==> src/pitl_pkg.sv <==
// Shared constants and types for the patchable interval timer logic
// How it works
// - Edge pulse flags the differentiator flop's coming 0 to 1 change.
// - Inverted input gives a falling-edge pulse; one clock long when gate is high.
// - Cycle counter steps once per comparator rise, whatever its high time.
// - Simple two-state timer: both periods total the wired total; first equals preset.
// - Extended two-state timer: 100-unit length, first period still the preset.
// - Load state clears both state flops and the counter: state A.
// - Running, preset match sets first flop: state B, stop-on-match on.
// - Match at wired total sets the enabled second flop: state C.
// - After 100 units both flops clear and the cycle repeats.
// - Quinary counter returns to zero one microsecond after its carry.
// - Clear input high clears the counter on the next clock, gated or not.
// - Counter modulus is a parameter; here eight, one hundred or 128.
// - Multiple carry timer: carry at 10 shifts ring from A to B.
// - Carry 50 sets hold; hold arms flop on 60; armed gates 80 to C.
// - Carry at 100 shifts ring back to A; sequence repeats.
// - System timer is a three-bit ring with per-state counts from settings.
// - Indefinite mode, B preset 01: B ends one microsecond after comparator high.
// - Indefinite mode: A and C periods run normally from their settings.
// - Counter steps only with carry input and gate both high.
// - Carry output is maximum count and carry input; gate not involved.
// - Load takes effect on the next clock regardless of the gate.
`default_nettype none
package pitl_pkg;
    localparam int CNT_W = 7;
    localparam int TIMER_TOTAL = 100;
    localparam int QUIN_W = 3;
    localparam int QUIN_MOD = 8;
    localparam logic [QUIN_W-1:0] QUIN_MAX = 3'h4;
    localparam logic [CNT_W-1:0] MCO_SHIFT_B = 7'h0A;
    localparam logic [CNT_W-1:0] MCO_HOLD = 7'h32;
    localparam logic [CNT_W-1:0] MCO_ARM = 7'h3C;
    localparam logic [CNT_W-1:0] MCO_SHIFT_C = 7'h50;
    localparam logic [CNT_W-1:0] INDEF_B_PRESET = 7'h01;
    // Recycle delay of one microsecond at 200 MHz
    localparam int CLK_PERIOD_NS = 5;
    localparam int RECYCLE_NS = 1000;
    localparam int US_CYCLES = RECYCLE_NS / CLK_PERIOD_NS;
    localparam int US_W = $clog2(US_CYCLES + 1);
    localparam logic [US_W-1:0] US_LAST = US_W'(US_CYCLES - 2);
    localparam logic [US_W-1:0] US_DONE = US_W'(US_CYCLES - 1);
    localparam logic [2:0] RING_A = 3'h1;
    localparam logic [2:0] RING_B = 3'h2;
    localparam logic [2:0] RING_C = 3'h4;
    localparam int SYNC_W = 4;

    typedef struct packed {
        logic [CNT_W-1:0] a;
        logic [CNT_W-1:0] b;
        logic [CNT_W-1:0] c;
    } pitl_preset_type;

    typedef enum logic [1:0] {SIT_A, SIT_B, SIT_C} pitl_sit_type;
endpackage
`default_nettype wire

==> src/pitl_counter.sv <==
// Synchronous patchable counter element with carry, gate, clear and load
`timescale 1ns/100ps
`default_nettype none
module pitl_counter
    import pitl_pkg::*;
#(
    parameter int MODULUS = TIMER_TOTAL,
    parameter int W       = CNT_W
) (
    input  wire logic         core_clk,
    input  wire logic         resetn,
    input  wire logic         carry_input,
    input  wire logic         gate_input,
    input  wire logic         clear_input,
    input  wire logic         load_input,
    input  wire logic [W-1:0] load_value,
    output var  logic [W-1:0] count,
    output var  logic         carry_output
);
    // Any modulus that fits W bits can be built by this wrap point
    localparam logic [W-1:0] MAX = W'(MODULUS - 1);

    logic [W-1:0] cnt_r;
    logic [W-1:0] cnt_nxt;

    always_comb begin
        cnt_nxt = cnt_r;
        if (clear_input) begin
            cnt_nxt = '0;
        end else if (load_input) begin
            cnt_nxt = load_value;
        end else if (carry_input && gate_input) begin
            cnt_nxt = (cnt_r == MAX) ? '0 : W'(cnt_r + 1'b1);
        end
    end

    always_ff @(posedge core_clk or negedge resetn) begin
        if (!resetn) begin
            cnt_r <= '0;
        end else begin
            cnt_r <= cnt_nxt;
        end
    end

    // Gate left out on purpose so cascades see the carry for the whole wait
    assign carry_output = (cnt_r == MAX) && carry_input;
    assign count = cnt_r;
endmodule
`default_nettype wire

==> src/pitl_top.sv <==
// Edge differentiator, cycle counter and interval timers on one clock
`timescale 1ns/100ps
`default_nettype none
module pitl_top
    import pitl_pkg::*;
(
    input  wire logic             core_clk,
    input  wire logic             resetn,
    input  wire logic [1:0]       cmp_in,
    input  wire logic             tick_p_in,
    input  wire logic             tick_v_in,
    input  wire logic             tick_sel,
    input  wire logic             run,
    input  wire logic             edge_invert,
    input  wire logic             edge_gate,
    input  wire logic [CNT_W-1:0] period_preset,
    input  wire logic [CNT_W-1:0] wired_total,
    input  wire pitl_preset_type  sit_preset,
    input  wire logic             indef_en,
    output var  logic             edge_pulse,
    output var  logic [CNT_W-1:0] cycle_count,
    output var  logic             two_state_b,
    output var  logic             stop_on_match,
    output var  logic             tst_second,
    output var  logic             preset_match_pulse,
    output var  logic [2:0]       mco_ring,
    output var  logic [QUIN_W-1:0] quin_count,
    output var  logic [2:0]       sit_ring
);
    // True when an advancing count is about to land on value v
    function automatic logic reaches(input logic adv, input logic [CNT_W-1:0] c,
                                     input logic [CNT_W-1:0] v);
        reaches = adv && (CNT_W'(c + 1'b1) == v);
    endfunction

    function automatic logic [2:0] rot(input logic [2:0] r);
        rot = {r[1:0], r[2]};
    endfunction

    // ----------------------------------------------------------------
    // Input synchronisers, tick select, differentiators
    // ----------------------------------------------------------------
    logic [SYNC_W-1:0] sync1_r, sync2_r, sync1_nxt;
    logic              tick_prev_r, diff_ff_r, cyc_ff_r, edge_pulse_r;
    logic              tick_prev_nxt, diff_ff_nxt, cyc_ff_nxt, edge_pulse_nxt;
    logic              tick, edge_src, edge_comb, cyc_pulse, cmp0, cmp1, tick_lvl;

    assign sync1_nxt = {tick_v_in, tick_p_in, cmp_in};
    assign cmp0 = sync2_r[0];
    assign cmp1 = sync2_r[1];
    assign tick_lvl = tick_sel ? sync2_r[3] : sync2_r[2];

    always_comb begin
        tick = tick_lvl && !tick_prev_r;
        tick_prev_nxt = tick_lvl;
        edge_src = cmp0 ^ edge_invert;
        edge_comb = edge_src && !diff_ff_r;
        // Flop follows only while gated, so a low gate stretches the pulse
        diff_ff_nxt = edge_gate ? edge_src : diff_ff_r;
        edge_pulse_nxt = edge_comb;
        cyc_ff_nxt = cmp0;
        cyc_pulse = cmp0 && !cyc_ff_r;
    end

    always_ff @(posedge core_clk or negedge resetn) begin
        if (!resetn) begin
            sync1_r <= '0;
            sync2_r <= '0;
            tick_prev_r <= 1'h0;
            diff_ff_r <= 1'h0;
            cyc_ff_r <= 1'h0;
            edge_pulse_r <= 1'h0;
        end else begin
            sync1_r <= sync1_nxt;
            sync2_r <= sync1_r;
            tick_prev_r <= tick_prev_nxt;
            diff_ff_r <= diff_ff_nxt;
            cyc_ff_r <= cyc_ff_nxt;
            edge_pulse_r <= edge_pulse_nxt;
        end
    end

    pitl_counter #(.MODULUS(TIMER_TOTAL), .W(CNT_W)) u_cycle (
        .core_clk     (core_clk),
        .resetn       (resetn),
        .carry_input  (cyc_pulse),
        .gate_input   (1'h1),
        .clear_input  (1'h0),
        .load_input   (1'h0),
        .load_value   ('0),
        .count        (cycle_count),
        .carry_output ()
    );

    // ----------------------------------------------------------------
    // Variable carry counter: two-state and three-state timers
    // ----------------------------------------------------------------
    logic [CNT_W-1:0] tst_cnt, two_cnt;
    logic             adv, tst_wrap, match_pre, match_tot, two_clr;
    logic             ff1_r, ff2_r, match_r, two_b_r;
    logic             ff1_nxt, ff2_nxt, match_nxt, two_b_nxt;

    assign adv = tick && run;

    always_comb begin
        match_pre = reaches(adv, tst_cnt, period_preset);
        match_tot = reaches(adv, tst_cnt, wired_total);
        match_nxt = match_pre || match_tot;
        ff1_nxt = ff1_r;
        ff2_nxt = ff2_r;
        if (!run || tst_wrap) begin
            ff1_nxt = 1'h0;
            ff2_nxt = 1'h0;
        end else begin
            if (match_pre) begin
                ff1_nxt = 1'h1;
            end
            if (match_tot && ff1_r) begin
                ff2_nxt = 1'h1;
            end
        end
        two_clr = !run || reaches(adv, two_cnt, wired_total);
        two_b_nxt = run && (two_cnt >= period_preset);
    end

    always_ff @(posedge core_clk or negedge resetn) begin
        if (!resetn) begin
            ff1_r <= 1'h0;
            ff2_r <= 1'h0;
            match_r <= 1'h0;
            two_b_r <= 1'h0;
        end else begin
            ff1_r <= ff1_nxt;
            ff2_r <= ff2_nxt;
            match_r <= match_nxt;
            two_b_r <= two_b_nxt;
        end
    end

    pitl_counter #(.MODULUS(TIMER_TOTAL), .W(CNT_W)) u_tst (
        .core_clk     (core_clk),
        .resetn       (resetn),
        .carry_input  (tick),
        .gate_input   (run),
        .clear_input  (!run),
        .load_input   (1'h0),
        .load_value   ('0),
        .count        (tst_cnt),
        .carry_output (tst_wrap)
    );

    pitl_counter #(.MODULUS(TIMER_TOTAL), .W(CNT_W)) u_two (
        .core_clk     (core_clk),
        .resetn       (resetn),
        .carry_input  (tick),
        .gate_input   (run),
        .clear_input  (two_clr),
        .load_input   (1'h0),
        .load_value   ('0),
        .count        (two_cnt),
        .carry_output ()
    );

    // ----------------------------------------------------------------
    // Multiple carry timer and quinary counter
    // ----------------------------------------------------------------
    logic [CNT_W-1:0]  mco_cnt;
    logic [2:0]        ring_r, ring_nxt;
    logic              hold_r, arm_r, hold_nxt, arm_nxt, mco_wrap;
    logic [QUIN_W-1:0] quin_cnt;
    logic [US_W-1:0]   qdly_r, qdly_nxt;
    logic              qclr_r, qclr_nxt, quin_full;

    always_comb begin
        ring_nxt = ring_r;
        hold_nxt = hold_r;
        arm_nxt = arm_r;
        if (!run) begin
            ring_nxt = RING_A;
            hold_nxt = 1'h0;
            arm_nxt = 1'h0;
        end else if (mco_wrap) begin
            ring_nxt = rot(ring_r);
            hold_nxt = 1'h0;
            arm_nxt = 1'h0;
        end else begin
            if (reaches(adv, mco_cnt, MCO_SHIFT_B)) begin
                ring_nxt = rot(ring_r);
            end
            if (reaches(adv, mco_cnt, MCO_HOLD)) begin
                hold_nxt = 1'h1;
            end
            if (reaches(adv, mco_cnt, MCO_ARM) && hold_r) begin
                arm_nxt = 1'h1;
            end
            if (reaches(adv, mco_cnt, MCO_SHIFT_C) && arm_r) begin
                ring_nxt = rot(ring_r);
            end
        end
        quin_full = (quin_cnt == QUIN_MAX);
        // Delay restarts from zero each time the carry appears
        qdly_nxt = (quin_full && !qclr_r) ? US_W'(qdly_r + 1'b1) : '0;
        qclr_nxt = quin_full && (qdly_r == US_LAST);
    end

    always_ff @(posedge core_clk or negedge resetn) begin
        if (!resetn) begin
            ring_r <= RING_A;
            hold_r <= 1'h0;
            arm_r <= 1'h0;
            qdly_r <= '0;
            qclr_r <= 1'h0;
        end else begin
            ring_r <= ring_nxt;
            hold_r <= hold_nxt;
            arm_r <= arm_nxt;
            qdly_r <= qdly_nxt;
            qclr_r <= qclr_nxt;
        end
    end

    pitl_counter #(.MODULUS(TIMER_TOTAL), .W(CNT_W)) u_mco (
        .core_clk     (core_clk),
        .resetn       (resetn),
        .carry_input  (tick),
        .gate_input   (run),
        .clear_input  (!run),
        .load_input   (1'h0),
        .load_value   ('0),
        .count        (mco_cnt),
        .carry_output (mco_wrap)
    );

    // Ticks go to carry input, run to gate: the carry must ignore run
    pitl_counter #(.MODULUS(QUIN_MOD), .W(QUIN_W)) u_quin (
        .core_clk     (core_clk),
        .resetn       (resetn),
        .carry_input  (tick && !quin_full),
        .gate_input   (run),
        .clear_input  (qclr_r),
        .load_input   (1'h0),
        .load_value   ('0),
        .count        (quin_cnt),
        .carry_output ()
    );

    // ----------------------------------------------------------------
    // System interval timer with indefinite-operate B period
    // ----------------------------------------------------------------
    pitl_sit_type     sit_r, sit_nxt;
    logic [CNT_W-1:0] sit_cnt, sit_lim;
    logic [US_W-1:0]  idly_r, idly_nxt;
    logic             iarm_r, iarm_nxt, indef_b, sit_done;
    logic [2:0]       sit_ring_r, sit_ring_nxt;

    always_comb begin
        sit_nxt = sit_r;
        sit_lim = sit_preset.a;
        unique case (sit_r)
            SIT_A: sit_lim = sit_preset.a;
            SIT_B: sit_lim = sit_preset.b;
            SIT_C: sit_lim = sit_preset.c;
            default: sit_lim = sit_preset.a;
        endcase
        indef_b = indef_en && (sit_r == SIT_B) && (sit_preset.b == INDEF_B_PRESET);
        iarm_nxt = indef_b && (iarm_r || cmp1);
        idly_nxt = iarm_r ? US_W'(idly_r + 1'b1) : '0;
        sit_done = indef_b ? (iarm_r && idly_r == US_DONE)
                           : reaches(adv, sit_cnt, sit_lim);
        if (!run) begin
            sit_nxt = SIT_A;
        end else if (sit_done) begin
            unique case (sit_r)
                SIT_A: sit_nxt = SIT_B;
                SIT_B: sit_nxt = SIT_C;
                SIT_C: sit_nxt = SIT_A;
                default: sit_nxt = SIT_A;
            endcase
        end
        unique case (sit_nxt)
            SIT_B: sit_ring_nxt = RING_B;
            SIT_C: sit_ring_nxt = RING_C;
            default: sit_ring_nxt = RING_A;
        endcase
    end

    always_ff @(posedge core_clk or negedge resetn) begin
        if (!resetn) begin
            sit_r <= SIT_A;
            iarm_r <= 1'h0;
            idly_r <= '0;
            sit_ring_r <= RING_A;
        end else begin
            sit_r <= sit_nxt;
            iarm_r <= iarm_nxt;
            idly_r <= idly_nxt;
            sit_ring_r <= sit_ring_nxt;
        end
    end

    pitl_counter #(.MODULUS(2 ** CNT_W), .W(CNT_W)) u_sit (
        .core_clk     (core_clk),
        .resetn       (resetn),
        .carry_input  (adv),
        .gate_input   (1'h1),
        .clear_input  (!run || sit_done),
        .load_input   (1'h0),
        .load_value   ('0),
        .count        (sit_cnt),
        .carry_output ()
    );

    assign edge_pulse = edge_pulse_r;
    assign two_state_b = two_b_r;
    assign stop_on_match = ff1_r;
    assign tst_second = ff2_r;
    assign preset_match_pulse = match_r;
    assign mco_ring = ring_r;
    assign quin_count = quin_cnt;
    assign sit_ring = sit_ring_r;

    // ----------------------------------------------------------------
    // Checks
    // ----------------------------------------------------------------
    localparam int QUIN_LAT = 202;
endmodule
`default_nettype wire

==> config.mk <==
export PLATFORM = sky130hd
export DESIGN_NAME = pitl_top
export DESIGN_NICKNAME = d
export VERILOG_FILES = /design/src/pitl_pkg.sv /design/src/pitl_counter.sv /design/src/pitl_top.sv
export SDC_FILE = /design/constraint.sdc
export NUM_CORES = 1
export LEC_CHECK = 0
export ABC_AREA = 1
export BUFFER_PORTS_ARGS = -buffer_cell sky130_fd_sc_hd__buf_2
export CAP_MARGIN = 5
export CORE_MARGIN = 5
export CORE_UTILIZATION = 52
export DETAILED_ROUTE_END_ITERATION = 6
export MAX_ROUTING_LAYER = met4
export PLACE_DENSITY = 0.73
export SKIP_CTS_REPAIR_TIMING = 1
export SYNTH_ARGS = -nofsm -noshare
export SYNTH_HDL_FRONTEND = slang
export SYNTH_SLANG_ARGS = --single-unit
==> constraint.sdc <==
create_clock -name core_clk -period 2.25 [get_ports core_clk]
set_clock_uncertainty 0.15 [all_clocks]
set_input_delay 0.3375 -clock core_clk [delete_from_list [all_inputs] [get_ports core_clk]]
set_output_delay 0.3375 -clock core_clk [all_outputs]
set_load 0.1 [all_outputs]
==> Yosys cells after proc, flatten, opt, wreduce, memory -nomap -nowiden <==
Cells that the tools add are included.
{ "classes": {"magnitude_cmp": 1, "n_mux": 39, "div_mod_pow": 0, "add_sub_neg": 8, "mul": 0, "n_eq_ne": 26, "n_reduce_logical": 43, "shifts": 0, "bitwise": 1} }
{ "op_table": {"columns": ["operator", "count"], "rows": [
  ["7-bit 2-to-1 mux", 13],
  ["7-bit == test, second input constant", 6],
  ["7-bit by 1-bit adder with 7-bit output, second input constant", 5],
  ["7-bit == test", 4],
  ["1-bit logical AND", 26],
  ["3-bit 2-to-1 mux", 7],
  ["8-bit by 1-bit adder with 8-bit output, second input constant", 2],
  ["8-bit == test, second input constant", 2],
  ["8-bit 2-to-1 mux", 2],
  ["7-bit by 6-bit == test with 1-bit output, second input constant", 2],
  ["7-bit case mux with 2 select lines", 1],
  ["1-bit 2-to-1 mux", 12],
  ["2-bit nonzero test", 5],
  ["7-bit by 1-bit == test with 1-bit output, second input constant", 1],
  ["7-bit by 4-bit == test with 1-bit output, second input constant", 1],
  ["7-bit >= comparator", 1],
  ["3-bit == test, second input constant", 2],
  ["1-bit zero test", 6],
  ["3-bit by 1-bit inequality test with 1-bit output, second input constant", 2],
  ["3-bit case mux with 2 select lines", 1],
  ["1-bit logical OR", 5],
  ["2-bit by 1-bit == test with 1-bit output, second input constant", 2],
  ["2-bit == test, second input constant", 2],
  ["2-bit 2-to-1 mux", 2],
  ["other kinds (6)", 6]
]} }
{ "totals": {"latch_bits": 0, "n_memories": 0, "word_cells": 143, "mem_bits_rw": 0, "out_inout_bits": 21, "in_bits": 46, "rom_bits": 0, "regBits": 82} }

==> Depth between registers and ports, before layout <==
{ "logic_depth": {"ltp_word": 9, "mapped_depth": 16, "mapped_depth_nobuf": 15} }

==> By module <==
From an unflattened synthesis, not the netlist that was laid out.
{ "hier_totals": {"hier_cells": 872, "hier_area_um2": 6064.6} }
{ "modules_own_cells": {"columns": ["mod", "area_per_inst_um2", "seq_area_each_um2", "cells_per_inst", "instances"], "rows": [
  ["pitl_top", 3255.6, 1103.6, 456, 1],
  ["pitl_counter (u_cycle ...)", 526.8, 175.2, 77, 4],
  ["pitl_counter (u_sit)", 495.5, 175.2, 76, 1],
  ["pitl_counter (u_quin)", 206.4, 75.1, 32, 1]
]} }

==> Worst setup path before layout <==
OpenSTA, ideal clock, no wires.
{ "synth_timing": {"path_type": "register to register", "start": "register sit_r[0]", "end": "register sit_ring_r[0] (netlist: sit_ring[0])", "path_stages_with_launch": 13, "period_less_slack_ns": 2.228, "setup_ns": 0.083, "required_time_ns": 2.017, "path_buffers": 0, "path_slack_ns": 0.022, "arrival_ns": 1.995, "path_cell_list": "dfrtp_1 > inv_1 > ha_1 > or2_2 > nand2_1 > nor2_1 > nor2_1 > nand4_1 > nor2_1 > nor2_4 > nand2_1 > nand3_1 > ha_1"} }
{ "synth_between": {"elab_chain_cells": 9, "elab_cells_between_ends": 15, "cone_classes": "eq/ne: 5; mux: 6; reduce/logical: 4"} }
{ "synth_lines": {"columns": ["element", "line_no", "text"], "rows": [
  ["start, declared", "pitl_top.sv:250", "pitl_sit_type sit_r, sit_nxt;"],
  ["start signal, assigned", "pitl_top.sv:294", "sit_r <= sit_nxt;"],
  ["2-bit == test / 2-bit by 1-bit == test with 1-bit output (equally long branches)", "pitl_top.sv:259, pitl_top.sv:265, pitl_top.sv:273", null],
  ["7-bit case mux with 2 select lines", "pitl_top.sv:259", "unique case (sit_r)"],
  ["7-bit == test", "pitl_top.sv:33", "reaches = adv && (CNT_W'(c + 1'b1) == v);"],
  ["1-bit logical AND", "pitl_top.sv:33", null],
  ["1-bit 2-to-1 mux", "pitl_top.sv:268", "sit_done = indef_b ? (iarm_r && idly_r == US_DONE)"],
  ["2-bit 2-to-1 mux (*)", "pitl_top.sv:272", "end else if (sit_done) begin"],
  ["2-bit 2-to-1 mux (*)", "pitl_top.sv:270", "if (!run) begin"],
  ["2-bit == test / 2-bit by 1-bit == test with 1-bit output (equally long branches)", "pitl_top.sv:280", "unique case (sit_nxt)"],
  ["3-bit case mux with 2 select lines (*)", "pitl_top.sv:280", null],
  ["net sit_ring_nxt[0]", "pitl_top.sv:254", "logic [2:0] sit_ring_r, sit_ring_nxt;"],
  ["end signal, assigned", "pitl_top.sv:297", "sit_ring_r <= sit_ring_nxt;"],
  ["end, declared", "pitl_top.sv:254", null]
]} }
The timed path passes the listed nets; every way through them passes the cells marked *.
A chain may end at the register's enable or synchronous reset.

==> Final worst setup path <==
{ "layout_timing": {"start": "register sit_r[0]", "end": "register sit_ring_r[0] (netlist: sit_ring[0])"} }
{ "layout_between": {"elab_chain_cells": 9, "elab_cells_between_ends": 15, "cone_classes": "eq/ne: 5; mux: 6; reduce/logical: 4"} }
{ "layout_lines": {"columns": ["element", "line_no"], "rows": [
  ["2-bit == test / 2-bit by 1-bit == test with 1-bit output (equally long branches)", "pitl_top.sv:259, pitl_top.sv:265, pitl_top.sv:273"],
  ["7-bit case mux with 2 select lines", "pitl_top.sv:259"],
  ["7-bit == test", "pitl_top.sv:33"],
  ["1-bit logical AND", "pitl_top.sv:33"],
  ["1-bit 2-to-1 mux", "pitl_top.sv:268"],
  ["2-bit 2-to-1 mux (*)", "pitl_top.sv:272"],
  ["2-bit 2-to-1 mux (*)", "pitl_top.sv:270"],
  ["net sit_nxt[1]", "pitl_top.sv:250"],
  ["2-bit == test / 2-bit by 1-bit == test with 1-bit output (equally long branches)", "pitl_top.sv:280"],
  ["3-bit case mux with 2 select lines (*)", "pitl_top.sv:280"],
  ["net sit_ring_nxt[0]", "pitl_top.sv:254"]
]} }
Marks and branches as above.

==> run metrics <==
number of global-route vias before repair 4193; Synth Cell Area 4861 sq um; WL final 11.21 mm; GR Util All Layers 20.23%; Clock Sinks 82; min-delay worst type in2reg; r2r endpoint sit_ring[0]$_DFF_PN1_; #FFs+latches synth 82; Worst Hold Slack 1.487 ps; Core Rows 35; Hold Vio Cnt, Final 0; global-route wire length before repair 18.55 mm; commonest non-fill, non-tap cell in the layout nand2_1; fin. max-slew vios 0; drt initial violations 200; clk_lat worst skew 360 ps; final period utilization 101.6%; Area contributors post-synth dfrtp_1 41%, nand2_1 12%, inv_1 6.9%; n_diodes 0; share of layout cells above drive strength 1 21.36%; gr ovfl total 0; failing checks setup timing; Avg WL per Cell 13.25 um; routability-driven placement congestion ratio 0.8363; CTS tree yes; worst-path cell chain buf_4 -> ha_4 -> nand2_2 -> nor3_1 -> nand3_1 -> nand3_1 -> nor2_1 -> nand3_2 -> o21bai_4 -> nor2_1 -> nor2_2 -> ha_2; width of the die 106.7 um; actual slew at the worst max-slew pin 495.0 ps; r2r setup slk -40 ps; final net count 801; ANT nets after route 0; static leakage 0.003037 uW; max incr delay on CP 400 ps; DRT Pass-1 Iters 5; clk slew on worst S/H paths 100 ps; Clock Tree Buf Depth 2; routed vias/inst 5.184; H-tree lvl count 3; Avg Inst Size Synth 7.704 sq um; Worst VDD drop 0.0005765 V; CP endpoint kind flop; Worst EP required 2390 ps; MaxCap Viol Count 0; Area Overhead vs Synth 21.24%; largest net degree at the start of global routing 36; GR Util met1 25.74%; max_slew headroom 67.23%; fin worst setup slack -36.79 ps; CTS buffer count 9; Residual DRC 0; worst hold start edge_gate; grt peak-use layer met2; GRT met2 Usage 33.05%; initial antenna violation count 0; most frequent cells in the layout 147 x nand2_1, 87 x inv_1, 80 x dfrtp_1; leading area contributor after synthesis dfrtp_1; CP max FO 8; Yosys top cell area share 41.18%; fin util 64.08%; sequential fraction of the synthesis area 42.27%; power density cells 701.8 nW/um^2; Min-Delay Path Depth 2; Starting Density 52.86%; critical path startpoint category flop; WS Path Type reg2reg; RSZ-0062 raised after global routing true; reg2reg start sit_r[0]$_DFF_PN0_; Yosys cell types 37; Worst Reg-to-Reg Cells 12; IO Port Bufs 66; Hold EP diff_ff_r$_DFFE_PN0P_; Core Area 9196 sq um; WP data arrival 2430 ps; Die H 106.7 um; Layout fillers 781; status complete, but fails checks; Via Count 4386; Ports 67; buffer type at the clock tree root clkbuf_8; GR Layer Usage met3 3.612%; critical path's slowest cell dfrtp_1; endpoints failing setup 1; Peak Freq 437.3 MHz; Post-DP HPWL 8.447 mm; syn_nets 702; Mapped Cells 631; full die area 11380 sq um; crit path time final 2287 ps; Synth warnings 0
-- worst max-delay path, delay by kind of cell, from the launching register on --
family,cells,cell delay [ps]
flip-flops,1,400
AO/OA/AOI/OAI,1,220
AND/OR/NAND/NOR,8,830
adder cells (fa/ha/maj),2,470
buffers and inverters,1,150
-- flip-flops by register name, indices dropped and copies added, names as in the netlist, 2 cells and up --
signal         cells
idly_r             8
qdly_r             8
u_cycle.count      7
u_mco.count        7
u_sit.count        7
u_tst.count        7
u_two.count        7
sync1_r            4
sync2_r            4
mco_ring           3
sit_ring           3
u_quin.count       3
sit_r              2
-- final cells by class --
class | instances | area (sq um) | share of cell area [%]
multi-input cells | 450 | 2550 | 43.27
flip-flops and latches | 82 | 2054 | 34.86
repair buffers | 97 | 601.8 | 10.21
inverters | 90 | 340.3 | 5.775
well taps | 111 | 138.9 | 2.357
clock buffers | 9 | 123.9 | 2.102
clock inverters | 7 | 83.83 | 1.423
-- through the flow --
step                instance area [sq um]  power [uW]  setup TNS (ps)  instances  worst slack (ps)
CTS                                  5663        4145          -565.4        836            -165.7
detailed placement                   5455        3025          -363.3        820            -147.8
global placement                     5455        2994          -76.47        820            -55.56
finish                               5893        4136          -36.79        846            -36.79
global route                         5893        4358          -482.1        846            -176.0
floorplan                            4861        2714               0        631             21.91
-- layer usage --
layer	up-vias	share of wire [%]
li1	2215	-
met1	2058	45
met2	92	48
met3	21	4.4
met4	0	1.9
met5	-	0
-- synth_stat cells, drive strengths merged --
master and n:
inv 90, o211a 1, dfstp 2, a31oi 2, nor3 12, ha 25
o21ai 18, o21bai 1, a21oi 14, nor2 74, xor2 25, buf 6
nand3 61, o41ai 1, clkbuf 3, dfrtp 80, o22ai 11, nand2 161
nor4 6, nand4 11, nor3b 6, or2 8, xnor2 8, nand3b 3
o31ai 2
-- worst max path at each step --
stage | from | to | slack, ps | cells past startpoint
6_report | sit_r[0]$_DFF_PN0_ | sit_ring[0]$_DFF_PN1_ | -40 | 12
5_1_grt | sit_r[0]$_DFF_PN0_ | sit_ring[0]$_DFF_PN1_ | -180 | 12
4_1_cts | sit_r[0]$_DFF_PN0_ | sit_ring[0]$_DFF_PN1_ | -170 | 12
3_5_place_dp | sit_r[0]$_DFF_PN0_ | sit_ring[0]$_DFF_PN1_ | -150 | 12
3_3_place_gp | sit_r[0]$_DFF_PN0_ | sit_ring[0]$_DFF_PN1_ | -60 | 12
2_1_floorplan | sit_r[0]$_DFF_PN0_ | sit_ring[0]$_DFF_PN1_ | 20 | 12
-- report_power, final --
group | total (uW) | internal (uW) | leakage (uW) | switching (uW)
logic | 1290 | 310 | 0.00185 | 985
registers | 1720 | 1590 | 0.00109 | 121
clock network | 1120 | 532 | 0.000102 | 593
-- cell families (layout without fill, tap and decap cells) --
family / Yosys count / count (layout) / share of synthesized area [%]
flops: 82 / 82 / 42.27
fa+ha+maj: 25 / 25 / 6.435
compound gates: 50 / 50 / 5.895
xor+xnor: 33 / 33 / 6.101
simple gates: 342 / 342 / 31.38
buf+inv: 99 / 203 / 7.928
Power figures use the tool's default switching activity.
